==> src/hdl/uart_flags_pkg.sv <==
// Constants, register map and types shared by the serial status block
package uart_flags_pkg;
    // Line timing
    localparam int CLOCK_HZ = 25_000_000;
    localparam int BAUD_RATE = 115_200;
    localparam int IDLE_BITS = 10;
    typedef logic [7:0] bitCount_t;
    typedef logic [11:0] idleCount_t;
    localparam bitCount_t BIT_CYCLES = bitCount_t'(CLOCK_HZ / BAUD_RATE);
    localparam bitCount_t BIT_LAST = bitCount_t'(CLOCK_HZ / BAUD_RATE - 1);
    localparam bitCount_t SAMPLE_EARLY = bitCount_t'(CLOCK_HZ / BAUD_RATE / 2 - 1);
    localparam bitCount_t SAMPLE_MID = bitCount_t'(CLOCK_HZ / BAUD_RATE / 2);
    localparam bitCount_t SAMPLE_LATE = bitCount_t'(CLOCK_HZ / BAUD_RATE / 2 + 1);
    localparam idleCount_t IDLE_CYCLES = idleCount_t'(IDLE_BITS * (CLOCK_HZ / BAUD_RATE));
    localparam idleCount_t IDLE_LAST = idleCount_t'(IDLE_BITS * (CLOCK_HZ / BAUD_RATE) - 1);
    localparam logic [3:0] LAST_BIT_8 = 4'h7;
    localparam logic [3:0] LAST_BIT_9 = 4'h8;

    // Register byte offsets
    localparam logic [7:0] ADDR_DATA = 8'h00;
    localparam logic [7:0] ADDR_STATUS1 = 8'h04;
    localparam logic [7:0] ADDR_CTRL1 = 8'h08;
    localparam logic [7:0] ADDR_CTRL2 = 8'h0C;
    localparam logic [7:0] ADDR_CTRL3 = 8'h10;
    localparam logic [7:0] ADDR_EV_STAT = 8'h14;
    localparam logic [7:0] ADDR_EV_CLR = 8'h18;
    localparam logic [7:0] ADDR_EV_EN = 8'h1C;
    localparam logic [23:0] READ_PAD = 24'h000000;
    localparam logic [7:0] CTRL_RESET = 8'h00;

    // Field positions
    localparam int C1_NINE = 4;
    localparam int C1_PAR_EN = 1;
    localparam int C1_PAR_ODD = 0;
    localparam int C2_TX_EMPTY_IE = 7;
    localparam int C2_TX_DONE_IE = 6;
    localparam int C2_RX_FULL_IE = 5;
    localparam int C2_IDLE_IE = 4;
    localparam int C3_RX_NINTH = 7;
    localparam int C3_TX_NINTH = 6;
    localparam int ST_TX_EMPTY = 7;
    localparam int ST_TX_DONE = 6;
    localparam int ST_RX_FULL = 5;
    localparam int ST_IDLE = 4;
    localparam int ST_OVERRUN = 3;
    localparam int ST_NOISE = 2;
    localparam int ST_FRAMING = 1;
    localparam int ST_PARITY = 0;
    localparam int EV_WIDTH = 4;
    localparam int EV_RX = 0;
    localparam int EV_OVERRUN = 1;
    localparam int EV_ERROR = 2;
    localparam int EV_IDLE = 3;

    typedef enum logic [2:0] {RX_IDLE, RX_START, RX_DATA, RX_PARITY, RX_STOP} rxState_e;
    typedef enum logic [2:0] {TX_IDLE, TX_START, TX_DATA, TX_PARITY, TX_STOP} txState_e;

    // One received character with its error conditions
    typedef struct packed {
        logic [8:0] data;
        logic noise;
        logic framing;
        logic parity;
    } rxChar_s;
endpackage

==> src/hdl/uart_rx_shifter.sv <==
// Receive shifter: synchroniser, triple sampling, framing checks, idle timer
`timescale 1ns/1ps
module uart_rx_shifter import uart_flags_pkg::*; (
    input wire logic clock,
    input wire logic reset,
    input wire logic rxPin,
    input wire logic nineBit,
    input wire logic parEn,
    input wire logic parOdd,
    output logic charValid,
    output rxChar_s charOut,
    output logic idleTick
);
    logic meta_reg;
    logic sync_reg;
    rxState_e state_reg, state_next;
    bitCount_t cnt_reg, cnt_next;
    logic [3:0] idx_reg, idx_next;
    logic [8:0] data_reg, data_next;
    logic [2:0] smp_reg, smp_next;
    logic noise_reg, noise_next;
    logic perr_reg, perr_next;
    idleCount_t idleCnt_reg, idleCnt_next;
    logic valid_reg, valid_next;
    rxChar_s char_reg, char_next;
    logic tick_reg, tick_next;
    logic cntEnd;
    logic bitVal;
    logic disagree;

    assign cntEnd = cnt_reg == BIT_LAST;
    // Majority of three mid-bit samples; any disagreement counts as noise
    assign bitVal = (smp_reg[0] & smp_reg[1]) | (smp_reg[0] & smp_reg[2]) | (smp_reg[1] & smp_reg[2]);
    assign disagree = (|smp_reg) & ~(&smp_reg);

    // Next state of the receive shifter
    always_comb begin
        state_next = state_reg;
        cnt_next = cnt_reg;
        idx_next = idx_reg;
        data_next = data_reg;
        smp_next = smp_reg;
        noise_next = noise_reg;
        perr_next = perr_reg;
        idleCnt_next = '0;
        valid_next = 1'b0;
        char_next = char_reg;
        tick_next = 1'b0;
        if (state_reg != RX_IDLE) begin
            cnt_next = cntEnd ? '0 : cnt_reg + bitCount_t'(1);
            if (cnt_reg == SAMPLE_EARLY) smp_next[0] = sync_reg;
            if (cnt_reg == SAMPLE_MID) smp_next[1] = sync_reg;
            if (cnt_reg == SAMPLE_LATE) smp_next[2] = sync_reg;
        end
        case (state_reg)
            RX_IDLE: begin
                // Idle timer restarts on every start bit, so it ticks once per quiet spell
                if (sync_reg && idleCnt_reg != IDLE_CYCLES) begin
                    idleCnt_next = idleCnt_reg + idleCount_t'(1);
                end else if (sync_reg) begin
                    idleCnt_next = idleCnt_reg;
                end
                tick_next = sync_reg && idleCnt_reg == IDLE_LAST;
                if (!sync_reg) begin
                    state_next = RX_START;
                    cnt_next = '0;
                    idx_next = '0;
                    data_next = '0;
                    perr_next = 1'b0;
                end
            end
            RX_START: if (cntEnd) begin
                // A start bit that reads high was a glitch
                state_next = bitVal ? RX_IDLE : RX_DATA;
                noise_next = disagree;
            end
            RX_DATA: if (cntEnd) begin
                data_next[idx_reg] = bitVal;
                noise_next = noise_reg | disagree;
                idx_next = idx_reg + 4'h1;
                if (idx_reg == (nineBit ? LAST_BIT_9 : LAST_BIT_8)) begin
                    state_next = parEn ? RX_PARITY : RX_STOP;
                end
            end
            RX_PARITY: if (cntEnd) begin
                perr_next = (^data_reg) ^ bitVal ^ parOdd;
                noise_next = noise_reg | disagree;
                state_next = RX_STOP;
            end
            RX_STOP: if (cntEnd) begin
                valid_next = 1'b1;
                char_next = '{data: data_reg, noise: noise_reg | disagree,
                    framing: ~bitVal, parity: perr_reg};
                state_next = RX_IDLE;
            end
            default: state_next = RX_IDLE;
        endcase
    end

    // Registers; the line idles high so the synchroniser resets to one
    always_ff @(posedge clock or posedge reset) begin
        if (reset) begin
            meta_reg <= 1'b1;
            sync_reg <= 1'b1;
            state_reg <= RX_IDLE;
            cnt_reg <= '0;
            idx_reg <= '0;
            data_reg <= '0;
            smp_reg <= '0;
            noise_reg <= 1'b0;
            perr_reg <= 1'b0;
            idleCnt_reg <= '0;
            valid_reg <= 1'b0;
            char_reg <= '0;
            tick_reg <= 1'b0;
        end else begin
            meta_reg <= rxPin;
            sync_reg <= meta_reg;
            state_reg <= state_next;
            cnt_reg <= cnt_next;
            idx_reg <= idx_next;
            data_reg <= data_next;
            smp_reg <= smp_next;
            noise_reg <= noise_next;
            perr_reg <= perr_next;
            idleCnt_reg <= idleCnt_next;
            valid_reg <= valid_next;
            char_reg <= char_next;
            tick_reg <= tick_next;
        end
    end

    assign charValid = valid_reg;
    assign charOut = char_reg;
    assign idleTick = tick_reg;
endmodule

==> src/hdl/uart_status_flags.sv <==
// Serial transceiver status flags, interrupt requests and nine-bit data mode
// Operation
// - Transmit-empty flag; its enable requests interrupt
// - Transmit-complete only when fully sent, line high
// - Flags update regardless of interrupt enables
// - Receive-full clears by status then data read
// - Idle clears by status then data read
// - Idle re-arms only after new received character
// - Error flags set together with receive-full
// - Receive while full sets overrun, drops character
// - No error flags for overrun characters
// - Data-length bit selects nine-bit mode both ways
// - Ninth bits live in third control register
//
// Chosen here: the register addresses and the Wishbone interface to the registers.
`timescale 1ns/1ps
module uart_status_flags import uart_flags_pkg::*; (
    input wire logic clock,
    input wire logic reset,
    input wire logic wb_cyc_i,
    input wire logic wb_stb_i,
    input wire logic wb_we_i,
    input wire logic [7:0] wb_adr_i,
    input wire logic [3:0] wb_sel_i,
    input wire logic [31:0] wb_dat_i,
    output logic [31:0] wb_dat_o,
    output logic wb_ack_o,
    input wire logic serialRxPin,
    output logic serialTxPin,
    output logic irq
);
    logic ack_reg, ack_next;
    logic [31:0] rdata_reg, rdata_next;
    logic [7:0] ctrl1_reg, ctrl1_next, ctrl2_reg, ctrl2_next;
    logic txNinth_reg, txNinth_next, rxNinth_reg, rxNinth_next;
    logic [7:0] rxBuf_reg, rxBuf_next;
    logic [8:0] txBuf_reg, txBuf_next;
    logic txEmpty_reg, txEmpty_next, txDone_reg, txDone_next;
    logic rxFull_reg, rxFull_next, idle_reg, idle_next;
    logic overrun_reg, overrun_next, noise_reg, noise_next;
    logic framing_reg, framing_next, parity_reg, parity_next;
    logic rxSeen_reg, rxSeen_next, idleSeen_reg, idleSeen_next;
    logic idleArmed_reg, idleArmed_next;
    logic [EV_WIDTH-1:0] evStat_reg, evStat_next, evEn_reg, evEn_next;
    logic irq_reg, irq_next;
    txState_e txState_reg, txState_next;
    bitCount_t txCnt_reg, txCnt_next;
    logic [3:0] txIdx_reg, txIdx_next;
    logic [8:0] txShift_reg, txShift_next;
    logic txNine_reg, txNine_next, txPin_reg, txPin_next;
    logic access, busWr, busRd, dataRd, dataWr, rxClear, rxAccept, txTake, txCntEnd;
    logic [7:0] statusByte, wByte;
    logic [EV_WIDTH-1:0] evSet, evClr;
    logic charValid, idleTick;
    rxChar_s rxChar;

    uart_rx_shifter rxShift (
        .clock(clock),
        .reset(reset),
        .rxPin(serialRxPin),
        .nineBit(ctrl1_reg[C1_NINE]),
        .parEn(ctrl1_reg[C1_PAR_EN]),
        .parOdd(ctrl1_reg[C1_PAR_ODD]),
        .charValid(charValid),
        .charOut(rxChar),
        .idleTick(idleTick)
    );

    // Bus request decode; one answer per request, ack drops the cycle after
    assign access = wb_cyc_i && wb_stb_i && !ack_reg;
    assign busWr = access && wb_we_i && wb_sel_i[0];
    assign busRd = access && !wb_we_i;
    assign wByte = wb_dat_i[7:0];
    assign dataRd = busRd && wb_adr_i == ADDR_DATA;
    assign dataWr = busWr && wb_adr_i == ADDR_DATA;
    assign rxClear = dataRd && rxSeen_reg;
    // A new character is taken when the buffer is free or being freed now
    assign rxAccept = charValid && (!rxFull_reg || rxClear);
    assign txTake = txState_reg == TX_IDLE && !txEmpty_reg;
    assign txCntEnd = txCnt_reg == BIT_LAST;

    // Status byte as software sees it
    always_comb begin
        statusByte = '0;
        statusByte[ST_TX_EMPTY] = txEmpty_reg;
        statusByte[ST_TX_DONE] = txDone_reg;
        statusByte[ST_RX_FULL] = rxFull_reg;
        statusByte[ST_IDLE] = idle_reg;
        statusByte[ST_OVERRUN] = overrun_reg;
        statusByte[ST_NOISE] = noise_reg;
        statusByte[ST_FRAMING] = framing_reg;
        statusByte[ST_PARITY] = parity_reg;
    end

    // Registers, flags and events: clears first, then sets so a set wins
    always_comb begin
        ack_next = access;
        rdata_next = '0;
        ctrl1_next = ctrl1_reg;
        ctrl2_next = ctrl2_reg;
        txNinth_next = txNinth_reg;
        rxNinth_next = rxNinth_reg;
        rxBuf_next = rxBuf_reg;
        txBuf_next = txBuf_reg;
        txEmpty_next = txEmpty_reg;
        rxFull_next = rxFull_reg;
        idle_next = idle_reg;
        overrun_next = overrun_reg;
        noise_next = noise_reg;
        framing_next = framing_reg;
        parity_next = parity_reg;
        rxSeen_next = rxSeen_reg;
        idleSeen_next = idleSeen_reg;
        idleArmed_next = idleArmed_reg;
        evEn_next = evEn_reg;
        evSet = '0;
        evClr = '0;
        if (busRd) begin
            if (wb_adr_i == ADDR_DATA) begin
                rdata_next = {READ_PAD, rxBuf_reg};
            end else if (wb_adr_i == ADDR_STATUS1) begin
                rdata_next = {READ_PAD, statusByte};
            end else if (wb_adr_i == ADDR_CTRL1) begin
                rdata_next = {READ_PAD, ctrl1_reg};
            end else if (wb_adr_i == ADDR_CTRL2) begin
                rdata_next = {READ_PAD, ctrl2_reg};
            end else if (wb_adr_i == ADDR_CTRL3) begin
                rdata_next[C3_RX_NINTH] = rxNinth_reg;
                rdata_next[C3_TX_NINTH] = txNinth_reg;
            end else if (wb_adr_i == ADDR_EV_STAT) begin
                rdata_next[EV_WIDTH-1:0] = evStat_reg;
            end else if (wb_adr_i == ADDR_EV_EN) begin
                rdata_next[EV_WIDTH-1:0] = evEn_reg;
            end
        end
        if (busWr) begin
            if (wb_adr_i == ADDR_CTRL1) begin
                ctrl1_next = wByte;
            end else if (wb_adr_i == ADDR_CTRL2) begin
                ctrl2_next = wByte;
            end else if (wb_adr_i == ADDR_CTRL3) begin
                txNinth_next = wByte[C3_TX_NINTH];
            end else if (wb_adr_i == ADDR_EV_CLR) begin
                evClr = wByte[EV_WIDTH-1:0];
            end else if (wb_adr_i == ADDR_EV_EN) begin
                evEn_next = wByte[EV_WIDTH-1:0];
            end
        end
        // Status read arms the clear of the flags it saw set
        if (busRd && wb_adr_i == ADDR_STATUS1) begin
            rxSeen_next = rxFull_reg;
            idleSeen_next = idle_reg;
        end
        if (dataRd) begin
            rxSeen_next = 1'b0;
            idleSeen_next = 1'b0;
            if (rxSeen_reg) begin
                rxFull_next = 1'b0;
                overrun_next = 1'b0;
                noise_next = 1'b0;
                framing_next = 1'b0;
                parity_next = 1'b0;
            end
            if (idleSeen_reg) idle_next = 1'b0;
        end
        // Writes while the buffer is full are dropped
        if (dataWr && txEmpty_reg) begin
            txBuf_next = {ctrl1_reg[C1_NINE] & txNinth_reg, wByte};
            txEmpty_next = 1'b0;
        end
        if (txTake) txEmpty_next = 1'b1;
        if (rxAccept) begin
            rxFull_next = 1'b1;
            rxBuf_next = rxChar.data[7:0];
            if (ctrl1_reg[C1_NINE]) rxNinth_next = rxChar.data[8];
            noise_next = rxChar.noise;
            framing_next = rxChar.framing;
            parity_next = rxChar.parity;
            idleArmed_next = 1'b1;
            evSet[EV_RX] = 1'b1;
            evSet[EV_ERROR] = rxChar.noise | rxChar.framing | rxChar.parity;
        end else if (charValid) begin
            overrun_next = 1'b1;
            evSet[EV_OVERRUN] = 1'b1;
        end
        if (idleTick && idleArmed_reg) begin
            idle_next = 1'b1;
            idleArmed_next = 1'b0;
            evSet[EV_IDLE] = 1'b1;
        end
        // Done only with nothing queued, shifter idle and line resting high
        // Look at the shifter's next state so a pending take never shows as done
        txDone_next = txState_next == TX_IDLE && txEmpty_next && txPin_next;
        evStat_next = (evStat_reg & ~evClr) | evSet;
        // Enables gate only the request line, never the flags
        irq_next = (txEmpty_next & ctrl2_next[C2_TX_EMPTY_IE])
            | (txDone_next & ctrl2_next[C2_TX_DONE_IE])
            | (rxFull_next & ctrl2_next[C2_RX_FULL_IE])
            | (idle_next & ctrl2_next[C2_IDLE_IE])
            | (|(evStat_next & evEn_next));
    end

    // Transmit shifter: start, data bits LSB first, optional parity, stop
    always_comb begin
        txState_next = txState_reg;
        txCnt_next = txCnt_reg;
        txIdx_next = txIdx_reg;
        txShift_next = txShift_reg;
        txNine_next = txNine_reg;
        txPin_next = txPin_reg;
        if (txState_reg != TX_IDLE) txCnt_next = txCntEnd ? '0 : txCnt_reg + bitCount_t'(1);
        case (txState_reg)
            TX_IDLE: begin
                txPin_next = 1'b1;
                if (txTake) begin
                    txShift_next = txBuf_reg;
                    txNine_next = ctrl1_reg[C1_NINE];
                    txState_next = TX_START;
                    txCnt_next = '0;
                    txIdx_next = '0;
                    txPin_next = 1'b0;
                end
            end
            TX_START: if (txCntEnd) begin
                txState_next = TX_DATA;
                txPin_next = txShift_reg[0];
            end
            TX_DATA: if (txCntEnd) begin
                if (txIdx_reg == (txNine_reg ? LAST_BIT_9 : LAST_BIT_8)) begin
                    txState_next = ctrl1_reg[C1_PAR_EN] ? TX_PARITY : TX_STOP;
                    txPin_next = ctrl1_reg[C1_PAR_EN] ?
                        (^txShift_reg) ^ ctrl1_reg[C1_PAR_ODD] : 1'b1;
                end else begin
                    txIdx_next = txIdx_reg + 4'h1;
                    txPin_next = txShift_reg[txIdx_next];
                end
            end
            TX_PARITY: if (txCntEnd) begin
                txState_next = TX_STOP;
                txPin_next = 1'b1;
            end
            TX_STOP: if (txCntEnd) txState_next = TX_IDLE;
            default: txState_next = TX_IDLE;
        endcase
    end

    // All state registers
    always_ff @(posedge clock or posedge reset) begin
        if (reset) begin
            ack_reg <= 1'b0;
            rdata_reg <= '0;
            ctrl1_reg <= CTRL_RESET;
            ctrl2_reg <= CTRL_RESET;
            txNinth_reg <= 1'b0;
            rxNinth_reg <= 1'b0;
            rxBuf_reg <= '0;
            txBuf_reg <= '0;
            txEmpty_reg <= 1'b1;
            txDone_reg <= 1'b1;
            rxFull_reg <= 1'b0;
            idle_reg <= 1'b0;
            overrun_reg <= 1'b0;
            noise_reg <= 1'b0;
            framing_reg <= 1'b0;
            parity_reg <= 1'b0;
            rxSeen_reg <= 1'b0;
            idleSeen_reg <= 1'b0;
            idleArmed_reg <= 1'b0;
            evStat_reg <= '0;
            evEn_reg <= '0;
            irq_reg <= 1'b0;
            txState_reg <= TX_IDLE;
            txCnt_reg <= '0;
            txIdx_reg <= '0;
            txShift_reg <= '0;
            txNine_reg <= 1'b0;
            txPin_reg <= 1'b1;
        end else begin
            ack_reg <= ack_next;
            rdata_reg <= rdata_next;
            ctrl1_reg <= ctrl1_next;
            ctrl2_reg <= ctrl2_next;
            txNinth_reg <= txNinth_next;
            rxNinth_reg <= rxNinth_next;
            rxBuf_reg <= rxBuf_next;
            txBuf_reg <= txBuf_next;
            txEmpty_reg <= txEmpty_next;
            txDone_reg <= txDone_next;
            rxFull_reg <= rxFull_next;
            idle_reg <= idle_next;
            overrun_reg <= overrun_next;
            noise_reg <= noise_next;
            framing_reg <= framing_next;
            parity_reg <= parity_next;
            rxSeen_reg <= rxSeen_next;
            idleSeen_reg <= idleSeen_next;
            idleArmed_reg <= idleArmed_next;
            evStat_reg <= evStat_next;
            evEn_reg <= evEn_next;
            irq_reg <= irq_next;
            txState_reg <= txState_next;
            txCnt_reg <= txCnt_next;
            txIdx_reg <= txIdx_next;
            txShift_reg <= txShift_next;
            txNine_reg <= txNine_next;
            txPin_reg <= txPin_next;
        end
    end

    assign wb_ack_o = ack_reg;
    assign wb_dat_o = rdata_reg;
    assign serialTxPin = txPin_reg;
    assign irq = irq_reg;
endmodule

==> config.mk <==
export PLATFORM = sky130hd
export DESIGN_NAME = uart_status_flags
export DESIGN_NICKNAME = d
export VERILOG_FILES = /design/src/hdl/uart_flags_pkg.sv /design/src/hdl/uart_rx_shifter.sv /design/src/hdl/uart_status_flags.sv
export SDC_FILE = /design/constraint.sdc
export NUM_CORES = 1
export LEC_CHECK = 0
export ABC_CLOCK_PERIOD_IN_PS = 3800
export BUFFER_PORTS_ARGS = -buffer_cell sky130_fd_sc_hd__buf_2
export CORE_ASPECT_RATIO = 2
export CORE_MARGIN = 2
export CORE_UTILIZATION = 30
export CTS_BUF_LIST = sky130_fd_sc_hd__clkbuf_2 sky130_fd_sc_hd__clkbuf_4 sky130_fd_sc_hd__clkbuf_8
export DETAILED_ROUTE_END_ITERATION = 16
export PLACE_DENSITY = 0.49
export SYNTH_ARGS = -nofsm -noshare
export SYNTH_HDL_FRONTEND = slang
export SYNTH_HIERARCHICAL = 1
export SYNTH_SLANG_ARGS = --single-unit
==> constraint.sdc <==
create_clock -name clock -period 3.8 [get_ports clock]
set_input_delay 0.76 -clock clock [delete_from_list [all_inputs] [get_ports clock]]
set_output_delay 0.76 -clock clock [all_outputs]
set_load 0.01 [all_outputs]
# [Yosys cells after proc, flatten, opt, wreduce, memory -nomap -nowiden]
# Index checks and enable logic that the tools add are counted.
[classes] n_reduce_logical=58 bitwise_logic=29 muxes=113 addsub=5 order_cmp=3 eq_ne=35
[op_table] cell="$mux W8" n=15
[op_table] cell="$mux W4" n=22
[op_table] cell="$mux W1" n=43
[op_table] cell="$mux W3" n=13
[op_table] cell="$mux W12" n=3
[op_table] cell="$eq A8 B5 Y1 const B" n=4
[op_table] cell="$pmux W3 S5" n=2
[op_table] cell="$eq A8 B7 Y1 const B" n=3
[op_table] cell="$logic_and A1 B1 Y1" n=18
[op_table] cell="$mux W9" n=2
[op_table] cell="$pmux W9 S2" n=1
[op_table] cell="$reduce_xor A9 Y1" n=2
[op_table] cell="$add A8 B1 Y8 const B" n=2
[op_table] cell="$eq A8 B4 Y1 const B" n=2
[op_table] cell="$eq A8 B8 Y1 const B" n=2
[op_table] cell="$pmux W4 S2" n=2
[op_table] cell="$reduce_and A2 Y1" n=8
[op_table] cell="$reduce_bool A2 Y1" n=8
[op_table] cell="$reduce_and A3 Y1" n=5
[op_table] cell="$add A12 B1 Y12 const B" n=1
[op_table] cell="$eq A12 B12 Y1 const B" n=1
[op_table] cell="$eq A3 B2 Y1 const B" n=4
[op_table] cell="$ne A12 B12 Y1 const B" n=1
[op_table] cell="$ne A2 B1 Y1 const B" n=6
[op_table] cell="other kinds (32)" n=73
[word_totals] elab_cells=290 regBits=171 inputBits=50

# [Logic depth before layout (Yosys ltp)]
# Gate-level depths: netlist of run 1.
[logic_depth] word_depth=15 mapped_depth=9

# [Cells and area by module]
# The synthesis of run 1 kept the hierarchy.
[modules_own_cells] module="uart_status_flags" cells_each=414 instances=1 seq_area_each_um2=2255.9 area_per_inst_um2=4611.9
[modules_own_cells] module="uart_rx_shifter" cells_each=293 instances=1 seq_area_each_um2=1428.9 area_per_inst_um2=2962.8

# [Least setup slack after synthesis of run 1]
# No wires, ideal clock.
[synth_path] path_type="input port to flip-flop" start="input wb_adr_i[5]" end="register irq_reg (netlist: irq)" stages=6 setup_slack_ps=989 setup_time_ps=138 n_path_buf=1 required_time_ps=3662 t_arrival_ps=2673 cell_sequence="or4_4 > buf_6 > nor4_4 > mux2_2 > a222oi_1 > nand4b_1"
[synth_lines] element="start: declaration" line_no="uart_status_flags.sv:23" source="input wire logic [7:0] wb_adr_i,"
[synth_lines] element="$eq A8 B4 Y1" line_no="uart_status_flags.sv:139" source="end else if (wb_adr_i == ADDR_CTRL2) begin"
[synth_lines] element="$mux W8" line_no="uart_status_flags.sv:139"
[synth_lines] element="$mux W8 (*)" line_no="uart_status_flags.sv:137" source="if (wb_adr_i == ADDR_CTRL1) begin"
[synth_lines] element="$mux W8 (*)" line_no="uart_status_flags.sv:136" source="if (busWr) begin"
[synth_lines] element="net ctrl2_next[5]" line_no="uart_status_flags.sv:34" source="logic [7:0] ctrl1_reg, ctrl1_next, ctrl2_reg, ctrl2_next;"
[synth_lines] element="$and A1 B1 Y1 (*)" line_no="uart_status_flags.sv:198" source="| (rxFull_next & ctrl2_next[C2_RX_FULL_IE])"
[synth_lines] element="$or A1 B1 Y1 (*)" line_no="uart_status_flags.sv:198"
[synth_lines] element="$or A1 B1 Y1 (*)" line_no="uart_status_flags.sv:199" source="| (idle_next & ctrl2_next[C2_IDLE_IE])"
[synth_lines] element="$or A1 B1 Y1 (*)" line_no="uart_status_flags.sv:200" source="| (|(evStat_next & evEn_next));"
[synth_lines] element="net irq_next" line_no="uart_status_flags.sv:45" source="logic irq_reg, irq_next;"
[synth_lines] element="end signal: assignment" line_no="uart_status_flags.sv:300" source="irq_reg <= irq_next;"
[synth_lines] element="end: declaration" line_no="uart_status_flags.sv:45"
# The timed path passes the listed nets; every way through them passes the cells marked *.
# A chain may end at the register's enable or synchronous reset.

# [Worst setup path after layout of run 1]
[layout_path] start="input wb_adr_i[2]" end="register irq_reg (netlist: irq)"
# Same word-level chain as after synthesis.

==> reports/metrics.csv, run 1 <==
metric,value,unit
yosys_warnings,6,
die_x,116.4,um
hold_viol,0,
finalWirelength,19.03,mm
period_minus_slack,2.724,ns
async_flop_share,100.0,%
drt-pass1-iter-count,4,
crit_end,irq$_DFF_PP0_,
drt_iter0_markers,219,
synth_top_family_by_area,simple AND/OR/NAND/NOR gates,
routed_via_density,4.888,
clock_latency,0.46,ns
area_growth,12.36,%
dr_total_vias,5357,
reg2reg_to,irq$_DFF_PP0_,
dieArea,26610,um2
grt_antenna_before_repair,0,
critPathMaxFanout,16,
timing.hold.ws,0.3605,ns
core,24930,um2
synth-seq-cells,147,
synthCells,707,
drv_cap,0,
ys.flop_type,dfrtp_1,
initial_core_util,30.38,%
n_fill_cell,2534,
vdd_drop_max,0.0001955,V
syn_avg_cell_area,10.71,um2
htreeDepth,4,
ys_seq_area_share,48.65,%
synth_mux_area_share,12.11,%
synth_edf_count,0,
final-seq-area,3685,um2
multi_input_area,3562,um2
power_density,361.5,nW/um2
rsz0062_at_grt,false,
synthAdderAreaFrac,2.445,%
first_global_vias,5645,
io_buffers,33,
final_core_util,34.14,%
synth_compound_area_share,11.07,%
cts_hold_buffers,0,
final.setup.tns,0,ns
antenna_left,0,
grt_pass1_wl,30.30,mm
min_path_type,flip-flop to flip-flop,
nets,811,
criticalPathCategory,input pin to flip-flop,
required,4.12,ns
synth_cell_types,79,
r2r_slack,1.34,ns
final_layout_size_suffix_gt1_share,21.58,%
synth-xor-area-share,4.113,%
p_total,3.077,mW
tightest_slew,1.067,ns
rr_worst_depth,5,
numCtsBuffers,17,
leakage,3.822,nW
startpoint,wb_adr_i[2],
cp_data_arrival_time,3.04,ns
final_common_cell,dfrtp_1,
timing.fmax,367.1,MHz
wire_per_inst,17.36,um
post-cts-setup-buffers,0,
grt_overflow,0,
r2r-start,wb_ack_o$_DFF_PP0_,
grtUsageTotal,15.00,%
clockBufferDepth,2,
diodes,0,
drc,0,
gp_congestion,0.8431,
cts.clk_slew.worst_paths,0.08,ns
dp.final_hpwl,14.54,mm
fin_crit_sh,71.69,%
row_count,82,
cts_sinks,147,
drv_slew,0,
root_buffer,clkbuf_8,
layout_common_cells,"142 x dfrtp_1, 62 x nand2_1, 55 x mux2_2",
grt_max_degree,74,
setup.worst_path.start_class,input pin,
cts_tree,built,
synth-simple-area-share,16.02,%
ios,85,
outcome,completed,
postPlaceCellArea,8056,um2
endpoint_kind,flip-flop,
skew,0.01399,ns
slew_headroom,28.26,%
finalSetupViolations,0,
post_cts_resized,0,
design_area,8511,um2
die_y,228.7,um
netlist_area,7575,um2
## how the worst min path moves through the flow
| stage | startpoint | endpoint | slack [ns] | cells after the start |
|---|---|---|---|---|
| after floorplan | rxShift/meta_reg$_DFF_PP1_ | rxShift/sync_reg$_DFF_PP1_ | 0.35 | 0 |
| after global placement | rxShift/meta_reg$_DFF_PP1_ | rxShift/sync_reg$_DFF_PP1_ | 0.35 | 0 |
| after detailed placement | rxShift/meta_reg$_DFF_PP1_ | rxShift/sync_reg$_DFF_PP1_ | 0.35 | 0 |
| after CTS | serialRxPin | rxShift/meta_reg$_DFF_PP1_ | 0.34 | 1 |
| after global routing | serialRxPin | rxShift/meta_reg$_DFF_PP1_ | 0.35 | 1 |
| final | rxShift/meta_reg$_DFF_PP1_ | rxShift/sync_reg$_DFF_PP1_ | 0.36 | 0 |
## metrics by stage
stage                     worst slack (ns)  std cells
after floorplan                     0.7097        730
after global placement              0.5299       1064
after detailed placement            0.5210       1064
after CTS                            1.038       1096
after global routing                0.9833       1096
final                                1.076       1096
## cell families after synthesis
logic type	count (synthesis)
AO/OA/AOI/OAI	129
XOR/XNOR	34
adder cells (fa/ha/maj)	15
buffers and inverters	79
flip-flops	147
multiplexers	79
other	1
AND/OR/NAND/NOR	223
## final cells by class
cell class | instances | area share, %
flip-flops and latches | 147 | 43.30
multi-input cells | 504 | 41.86
well taps | 336 | 4.940
repair buffers | 48 | 3.264
clock buffers | 20 | 3.234
clock inverters | 12 | 2.102
inverters | 29 | 1.308
## per-layer routing
layer | part of all wire, % | up-vias | global-route usage (%) | wire length (um)
met5 | 0 | - | 0 | 0
met4 | 3.7 | 0 | 6.994 | 698
met3 | 2.6 | 32 | 3.103 | 489
met2 | 59 | 104 | 29.27 | 11230
met1 | 35 | 2651 | 14.24 | 6614
li1 | - | 2570 | - | -
## where the power goes
group	leakage, nW	internal (mW)	switching (mW)
combinational	1.61	0.0291	0.0847
sequential	1.99	1.57	0.00990
clock	0.221	0.768	0.613
## worst max-delay path: stages
cell      delay (ns)
buf_2           0.28
or4bb_1         0.64
nor4_4          0.34
mux2_2          0.39
a222oi_1        0.46
nand4b_1        0.16
## synth_stat cells, drive strengths merged, types with 3 or more instances
master,count,area (um2)
inv,29,108.9
and3,9,56.30
xor2,14,122.6
nand2b,9,56.30
or2,4,25.03
o311ai,3,26.28
o21ai,42,210.2
nor3,8,40.04
a22oi,10,75.07
o22ai,3,18.77
or4,3,30.03
ha,14,175.2
xnor2,19,166.4
a31o,3,26.28
nor2,43,163.9
nand4,10,62.56
a31oi,7,43.79
nand2,63,239.0
dfstp,5,131.4
nor4,10,105.1
mux2,63,732.0
nand4b,6,52.55
dfrtp,142,3553
a41oi,3,26.28
clkbuf,20,75.07
o21a,4,30.03
o31ai,10,75.07
buf,30,236.5
mux2i,14,140.1
and2,9,56.30
nand3,28,140.1
a21oi,22,110.1
Power figures use the tool's default switching activity.
==> run 2, diff against run 1 <==
Settings changed: ABC_AREA from default to 1, ABC_CLOCK_PERIOD_IN_PS 3800 to 2750.
Clock period 3.8 ns to 2.75 ns, I/O delays scaled along.
==> run 2 against run 1 <==
  * Sequential share of layout area fell by 0.97 points
  * Power rose by 31%
  * Non-clock buffer count rose by 1
  * Routed wire length rose by 2.9%
  * Synthesized cell count rose by 37%
  * Clock-buffer cell count fell by 2
  * Synthesized area rose by 2.9%
  * Clock power rose by 25%
==> reports/metrics.csv, run 2 <==
metric,value,unit,change
outcome,completed,,
leakage,4.150,nW,+8.6%
r2r-start,rxShift/cnt_reg[0]$_DFF_PP0_,,
r2r_slack,0.63,ns,-0.71 ns
gp_congestion,0.8424,,about the same
min_path_cells,1,,+1
syn_avg_cell_area,8.017,um2,-25%
wire_per_inst,14.28,um,-18%
synth_edf_count,0,,unchanged
drt_iter0_markers,233,,+6.4%
reg2reg_to,rxShift/charOut[1]$_DFFE_PP0P_,,
diodes,0,,unchanged
final_common_cell,nand2_1,,
critPathMaxFanout,20,,+4
slowest_delay,0.48,ns,-0.16 ns
area_growth,11.72,%,
grt_overflow,0,,unchanged
min_path_type,input pin to flip-flop,,
synth-simple-area-share,25.59,%,+9.6 points
timing.fmax,472.1,MHz,
rr_worst_depth,7,,+2
yosysMostFrequentCell,nand2_1,,
synth_compound_area_share,13.62,%,+2.5 points
power_frac_comb,3.3,%,-0.4 points
grtUsageTotal,15.05,%,+0.050 points
synthAdderAreaFrac,2.248,%,-0.20 points
post-cts-setup-buffers,0,,unchanged
p_int,3.024,mW,+28%
setup.worst_path.start_class,flip-flop,,
cts_sinks,147,,unchanged
final.setup.tns,0,ns,unchanged
dieArea,27360,um2,+2.8%
synthTopCellsByArea,"dfrtp_1 46%, nand2_1 12%, o21ai_0 5.9%",,
final_layout_size_suffix_gt1_share,14.24,%,-7.3 points
cts.clk_slew.worst_paths,0.09,ns,about the same
cts_hold_buffers,0,,unchanged
required,3.06,ns,-1.06 ns
criticalPathCategory,flip-flop to flip-flop,,
tightest_slew,0.6043,ns,-0.4627 ns
dr_total_vias,6302,,+18%
synth_mux_area_share,0.1445,%,-12 points
yosys_warnings,6,,unchanged
p_switching,1.009,mW,+43%
pre_cts_ws,0.3744,ns,-0.1465 ns
slew_headroom,59.61,%,+31 points
finalWirelength,19.59,mm,+2.9%
period_minus_slack,2.118,ns,
ys_seq_area_share,47.29,%,-1.4 points
synth-seq-cells,147,,unchanged
root_buffer,clkbuf_8,,
yosys.area.top_type,dfrtp_1,,
netlist_area,7792,um2,+2.9%
die_y,231.9,um,+1.4%
cts_tree,built,,
path_delay_family,simple AND/OR/NAND/NOR gates,,
io_buffers,33,,unchanged
critical_path_buf_inv_count,2,,+1
core,25650,um2,+2.9%
htreeDepth,4,,unchanged
drv_cap,0,,unchanged
synth_top_area_share,45.60,%,-1.3 points
clockBufferDepth,2,,unchanged
slowest_stage,nand2_1,,
finalSetupViolations,0,,unchanged
clock_latency,0.46,ns,about the same
dp.final_hpwl,15.39,mm,+5.8%
drc,0,,unchanged
async_flop_share,100.0,%,unchanged
drt-pass1-iter-count,4,,unchanged
crit_chain,inv_1 -> ha_1 -> inv_1 -> nor4_1 -> nand2_1 -> nand2_1 -> o21ai_0,,
synth_cell_types,49,,-38%
initial_core_util,30.38,%,about the same
switching_share,25.02,%,+2.0 points
grt_antenna_before_repair,0,,unchanged
die_x,118.0,um,+1.4%
ys_top_cells_by_count,"241 x nand2_1, 142 x dfrtp_1, 115 x inv_1, 92 x o21ai_0",,
n_fill_cell,2794,,+10%
grt_max_degree,72,,-2.7%
vdd_drop_max,0.0002076,V,+6.2%
first_global_vias,6364,,+13%
holdPathEnd,rxShift/meta_reg$_DFF_PP1_,,
drv_slew,0,,unchanged
p_clk_share,42.8,%,-2.1 points
rsz0062_at_grt,false,,
worst_slack,0.6317,ns,-0.4439 ns
final_core_util,33.94,%,-0.20 points
row_count,83,,+1.2%
grt_pass1_wl,31.81,mm,+5.0%
numCtsBuffers,17,,unchanged
ys.flop_type,dfrtp_1,,
fin_crit_sh,77.03,%,
nets,1083,,+34%
synth_top_family_by_area,simple AND/OR/NAND/NOR gates,,
antenna_left,0,,unchanged
hold_viol,0,,unchanged
cp_data_arrival_time,2.43,ns,-0.61 ns
routed_via_density,4.593,,-6.0%
ios,85,,unchanged
post_cts_resized,0,,unchanged
layout_common_cells,"241 x nand2_1, 142 x dfrtp_1, 113 x inv_1",,
seqPwrFrac,53.9,%,+2.5 points
synth-xor-area-share,0.8992,%,-3.2 points
skew,0.01520,ns,+0.001210 ns
hp-start,serialRxPin,,
synthCells,972,,+37%
endpoint_kind,flip-flop,,
power_density,463.2,nW/um2,+28%
[run 2: cell type report]
class	count	area (um2)	area share, %
clock buffers	18	241.5	2.774
flip-flops and latches	147	3685	42.33
repair buffers	49	310.3	3.564
clock inverters	14	152.6	1.753
inverters	128	489.2	5.619
well taps	340	425.4	4.886
multi-input cells	676	3402	39.08
[run 2: per-stage QoR]
stage	area (um2)	total power, mW	hold WS, ns	std cells
after CTS	8706	4.112	0.1336	1372
after global routing	8706	4.232	0.1316	1372
final	8706	4.033	0.1728	1372
after detailed placement	8312	2.355	0.3490	1340
after global placement	8312	2.354	0.3456	1340
after floorplan	7883	2.320	0.3452	995
[run 2: how the worst max path moves through the flow]
stage                                 startpoint                              to  slack, ns  cells after the start
finish              rxShift/cnt_reg[0]$_DFF_PP0_  rxShift/charOut[1]$_DFFE_PP0P_       0.63                      7
global route        rxShift/cnt_reg[1]$_DFF_PP0_  rxShift/charOut[1]$_DFFE_PP0P_       0.41                      7
CTS                 rxShift/cnt_reg[0]$_DFF_PP0_  rxShift/charOut[1]$_DFFE_PP0P_       0.59                      7
detailed placement                   wb_adr_i[3]                   irq$_DFF_PP0_       0.37                     10
global placement                     wb_adr_i[0]                   irq$_DFF_PP0_       0.39                     12
floorplan                                  reset  rxShift/charOut[0]$_DFFE_PP0P_       0.80                      1
[run 2: power by group through the flow]
stage / logic, mW / registers [mW] / clock network [mW]
after global placement: 0.138 / 2.22 / 0
after detailed placement: 0.139 / 2.22 / 0
after floorplan: 0.104 / 2.22 / 0
after global routing: 0.154 / 2.17 / 1.90
final: 0.133 / 2.17 / 1.73
after CTS: 0.139 / 2.17 / 1.80
[run 2: per-layer routing]
metal  vias up  GRT usage [%]  share of wire, %
met1      2980          13.15                34
li1       3194              -                 -
met5         -              0                 0
met2        84          30.60                59
met4         0          9.262               5.3
met3        44          2.849               1.9
[run 2: logic make-up (layout without fill, tap and decap cells)]
logic type | count (synthesis) | in the layout
muxes | 1 | 1
other | 1 | 24
xor gates and xnor gates | 8 | 8
DFF | 147 | 147
adders and majority gates | 14 | 14
and+or+nand+nor | 440 | 440
buffers and inverters | 172 | 209
AOI/OAI and AO/OA | 189 | 189
==> run 3, diff against run 2 <==
Settings changed: ABC_AREA 1 to 0, ABC_CLOCK_PERIOD_IN_PS 2750 to 1960.
Clock period 2.75 ns to 1.96 ns, I/O delays scaled along.
==> run 3 against run 2 <==
  * First-iteration DRC count decreased by 17%
  * Flip-flop and latch count unchanged
  * Routed wire length increased by 6.7%
  * Setup slack lost 0.64 ns
  * The run now ends with setup timing left
  * Final cell count down 13%
  * Critical endpoint is now irq$_DFF_PP0_
  * Clock-buffer cell count up 2
  * Hold slack better by 0.13 ns
  * Power up 47%
  * Highest routed layer unchanged
  * Critical path type is now input pin to flip-flop
  * Final area grew 8.0%
==> reports/metrics.csv, run 3 (synthesized netlist as in run 1, its figures left out) <==
metric,value,unit,change
initial_core_util,30.38,%,about the same
die_y,228.7,um,-1.4%
tightest_slew,0.5774,ns,-0.02689 ns
htreeDepth,4,,unchanged
cts_tree,built,,
min_path_type,input pin to flip-flop,,
row_count,82,,-1.2%
design_area,9404,um2,+8.0%
drt-pass1-iter-count,4,,unchanged
drv_cap,0,,unchanged
pre_cts_ws,-0.5280,ns,-0.9024 ns
leakage,4.330,nW,+4.4%
n_fill_cell,2540,,-9.1%
grt_overflow,0,,unchanged
area_growth,24.15,%,
dieArea,26610,um2,-2.7%
cts_sinks,147,,unchanged
diodes,0,,unchanged
endpoint_kind,flip-flop,,
cts.clk_slew.worst_paths,0.09,ns,about the same
crit_chain,buf_2 -> or4bb_4 -> buf_4 -> nor4_4 -> buf_4 -> mux2_2 -> a22oi_2 -> nand4b_1,,
ios,85,,unchanged
dr_total_vias,5767,,-8.5%
clock_latency,0.47,ns,about the same
power_frac_comb,5.2,%,+1.9 points
final_common_cell,dfrtp_1,,
cp_data_arrival_time,2.31,ns,-0.12 ns
postPlaceCellArea,8792,um2,+5.8%
vdd_drop_max,0.0004624,V,+120%
drv_slew,0,,unchanged
die_x,116.4,um,-1.4%
rsz0062_at_grt,true,,
clockBufferDepth,2,,unchanged
startpoint,wb_adr_i[1],,
grt_pass1_wl,33.09,mm,+4.0%
timing.fmax,507.8,MHz,
antenna_left,0,,unchanged
slowest_stage,or4bb_4,,
critical_path_buf_inv_count,3,,+1
finalSetupViolations,1,,+1
required,2.30,ns,-0.76 ns
final_cells,1192,,-13%
seqPwrFrac,51.8,%,-2.1 points
setup.worst_path.start_class,input pin,,
path_delay_family,simple AND/OR/NAND/NOR gates,,
layout_common_cells,"142 x dfrtp_1, 100 x buf_4, 62 x nand2_1",,
grt_antenna_before_repair,0,,unchanged
p_clk_share,43.0,%,+0.2 points
placed_cells,1150,,-14%
p_switching,1.411,mW,+40%
wire_per_inst,17.53,um,+23%
routed_via_density,4.838,,+5.3%
r2r-start,wb_ack_o$_DFF_PP0_,,
final_layout_size_suffix_gt1_share,32.01,%,+18 points
hold_viol,0,,unchanged
drc,0,,unchanged
numCtsBuffers,17,,unchanged
first_global_vias,6201,,-2.6%
slowest_delay,0.56,ns,+0.08 ns
switching_share,23.87,%,-1.1 points
p_total,5.910,mW,+47%
path_common_cell,buf_4,,
gp_congestion,0.8237,,-2.2%
outcome,"complete, but fails checks",,
finalWirelength,20.89,mm,+6.7%
drt_iter0_markers,194,,-17%
violations,setup timing,,
criticalPathCategory,input pin to flip-flop,,
core,24930,um2,-2.8%
critPathMaxFanout,3,,-85%
slew_headroom,61.45,%,+1.8 points
period_minus_slack,1.969,ns,
power_density,628.4,nW/um2,+36%
worst_slack,-0.009191,ns,-0.6409 ns
grt_max_degree,51,,-29%
nets,907,,-16%
hp-start,wb_dat_i[2],,
fin_crit_sh,100.5,%,
dp.final_hpwl,16.30,mm,+5.9%
grtUsageTotal,16.46,%,+1.4 points
root_buffer,clkbuf_8,,
io_buffers,33,,unchanged
skew,0.01364,ns,-0.001564 ns
final_core_util,37.72,%,+3.8 points
p_int,4.499,mW,+49%
## run 3: power by group through the flow
| stage | registers [mW] | clock network [mW] | logic (mW) |
|---|---|---|---|
| floorplan | 3.12 | 0 | 0.169 |
| global placement | 3.12 | 0 | 0.308 |
| detailed placement | 3.12 | 0 | 0.307 |
| CTS | 3.06 | 2.63 | 0.315 |
| global route | 3.06 | 2.75 | 0.347 |
| finish | 3.06 | 2.54 | 0.310 |
## run 3: cell type report
cell class	instances	area (um2)	area share [%]
Multi-Input combinational cell	504	3681	39.14
Timing Repair Buffer	144	1081	11.50
Tap cell	336	420.4	4.470
Sequential cell	147	3685	39.18
Inverter	29	112.6	1.197
Clock buffer	20	269.0	2.861
Clock inverter	12	155.1	1.650
## run 3: per-layer routing
layer  vias to the layer above  wire, um  global-route usage [%]
met3                        44       591                   3.288
met5                         -         0                       0
met2                       108     12510                   32.29
li1                       2761         -                       -
met4                         0       805                   7.999
met1                      2854      6987                   15.40
## run 3: worst paths after layout
check | endpoint | slack, ns | cells after the start
min in group asynchronous | rxBuf_reg[5]$_DFFE_PP0P_ | 0.48 | 3
worst max-delay path | irq$_DFF_PP0_ | -0.009 | 8
worst min-delay path | txBuf_reg[2]$_DFFE_PP0P_ | 0.30 | 2
worst min register to register | rxShift/sync_reg$_DFF_PP1_ | 0.36 | 0
max in group asynchronous | rxShift/idx_reg[1]$_DFFE_PP0P_ | 0.83 | 4
worst max register to register | irq$_DFF_PP0_ | 0.05 | 8
## run 3: timing repair
| item | 4_1_cts | 5_1_grt |
|---|---|---|
| pin swaps | 4 | 2 |
| setup endpoints to repair | 22 | 30 |
| gates resized for setup | 9 | 12 |
| cloned | 0 | 2 |
| setup buffers | 3 | 4 |
| hold buffers | 2 | 0 |
| hold endpoints to repair | 29 | 0 |
## run 3: metrics by stage
stage / TNS [ns] / hold slack (ns)
floorplan: -2.079 / 0.3452
global placement: -14.68 / 0.3475
detailed placement: -14.50 / 0.3533
CTS: -0.004415 / 0.2558
global route: -0.1088 / 0.2465
finish: -0.009191 / 0.3000
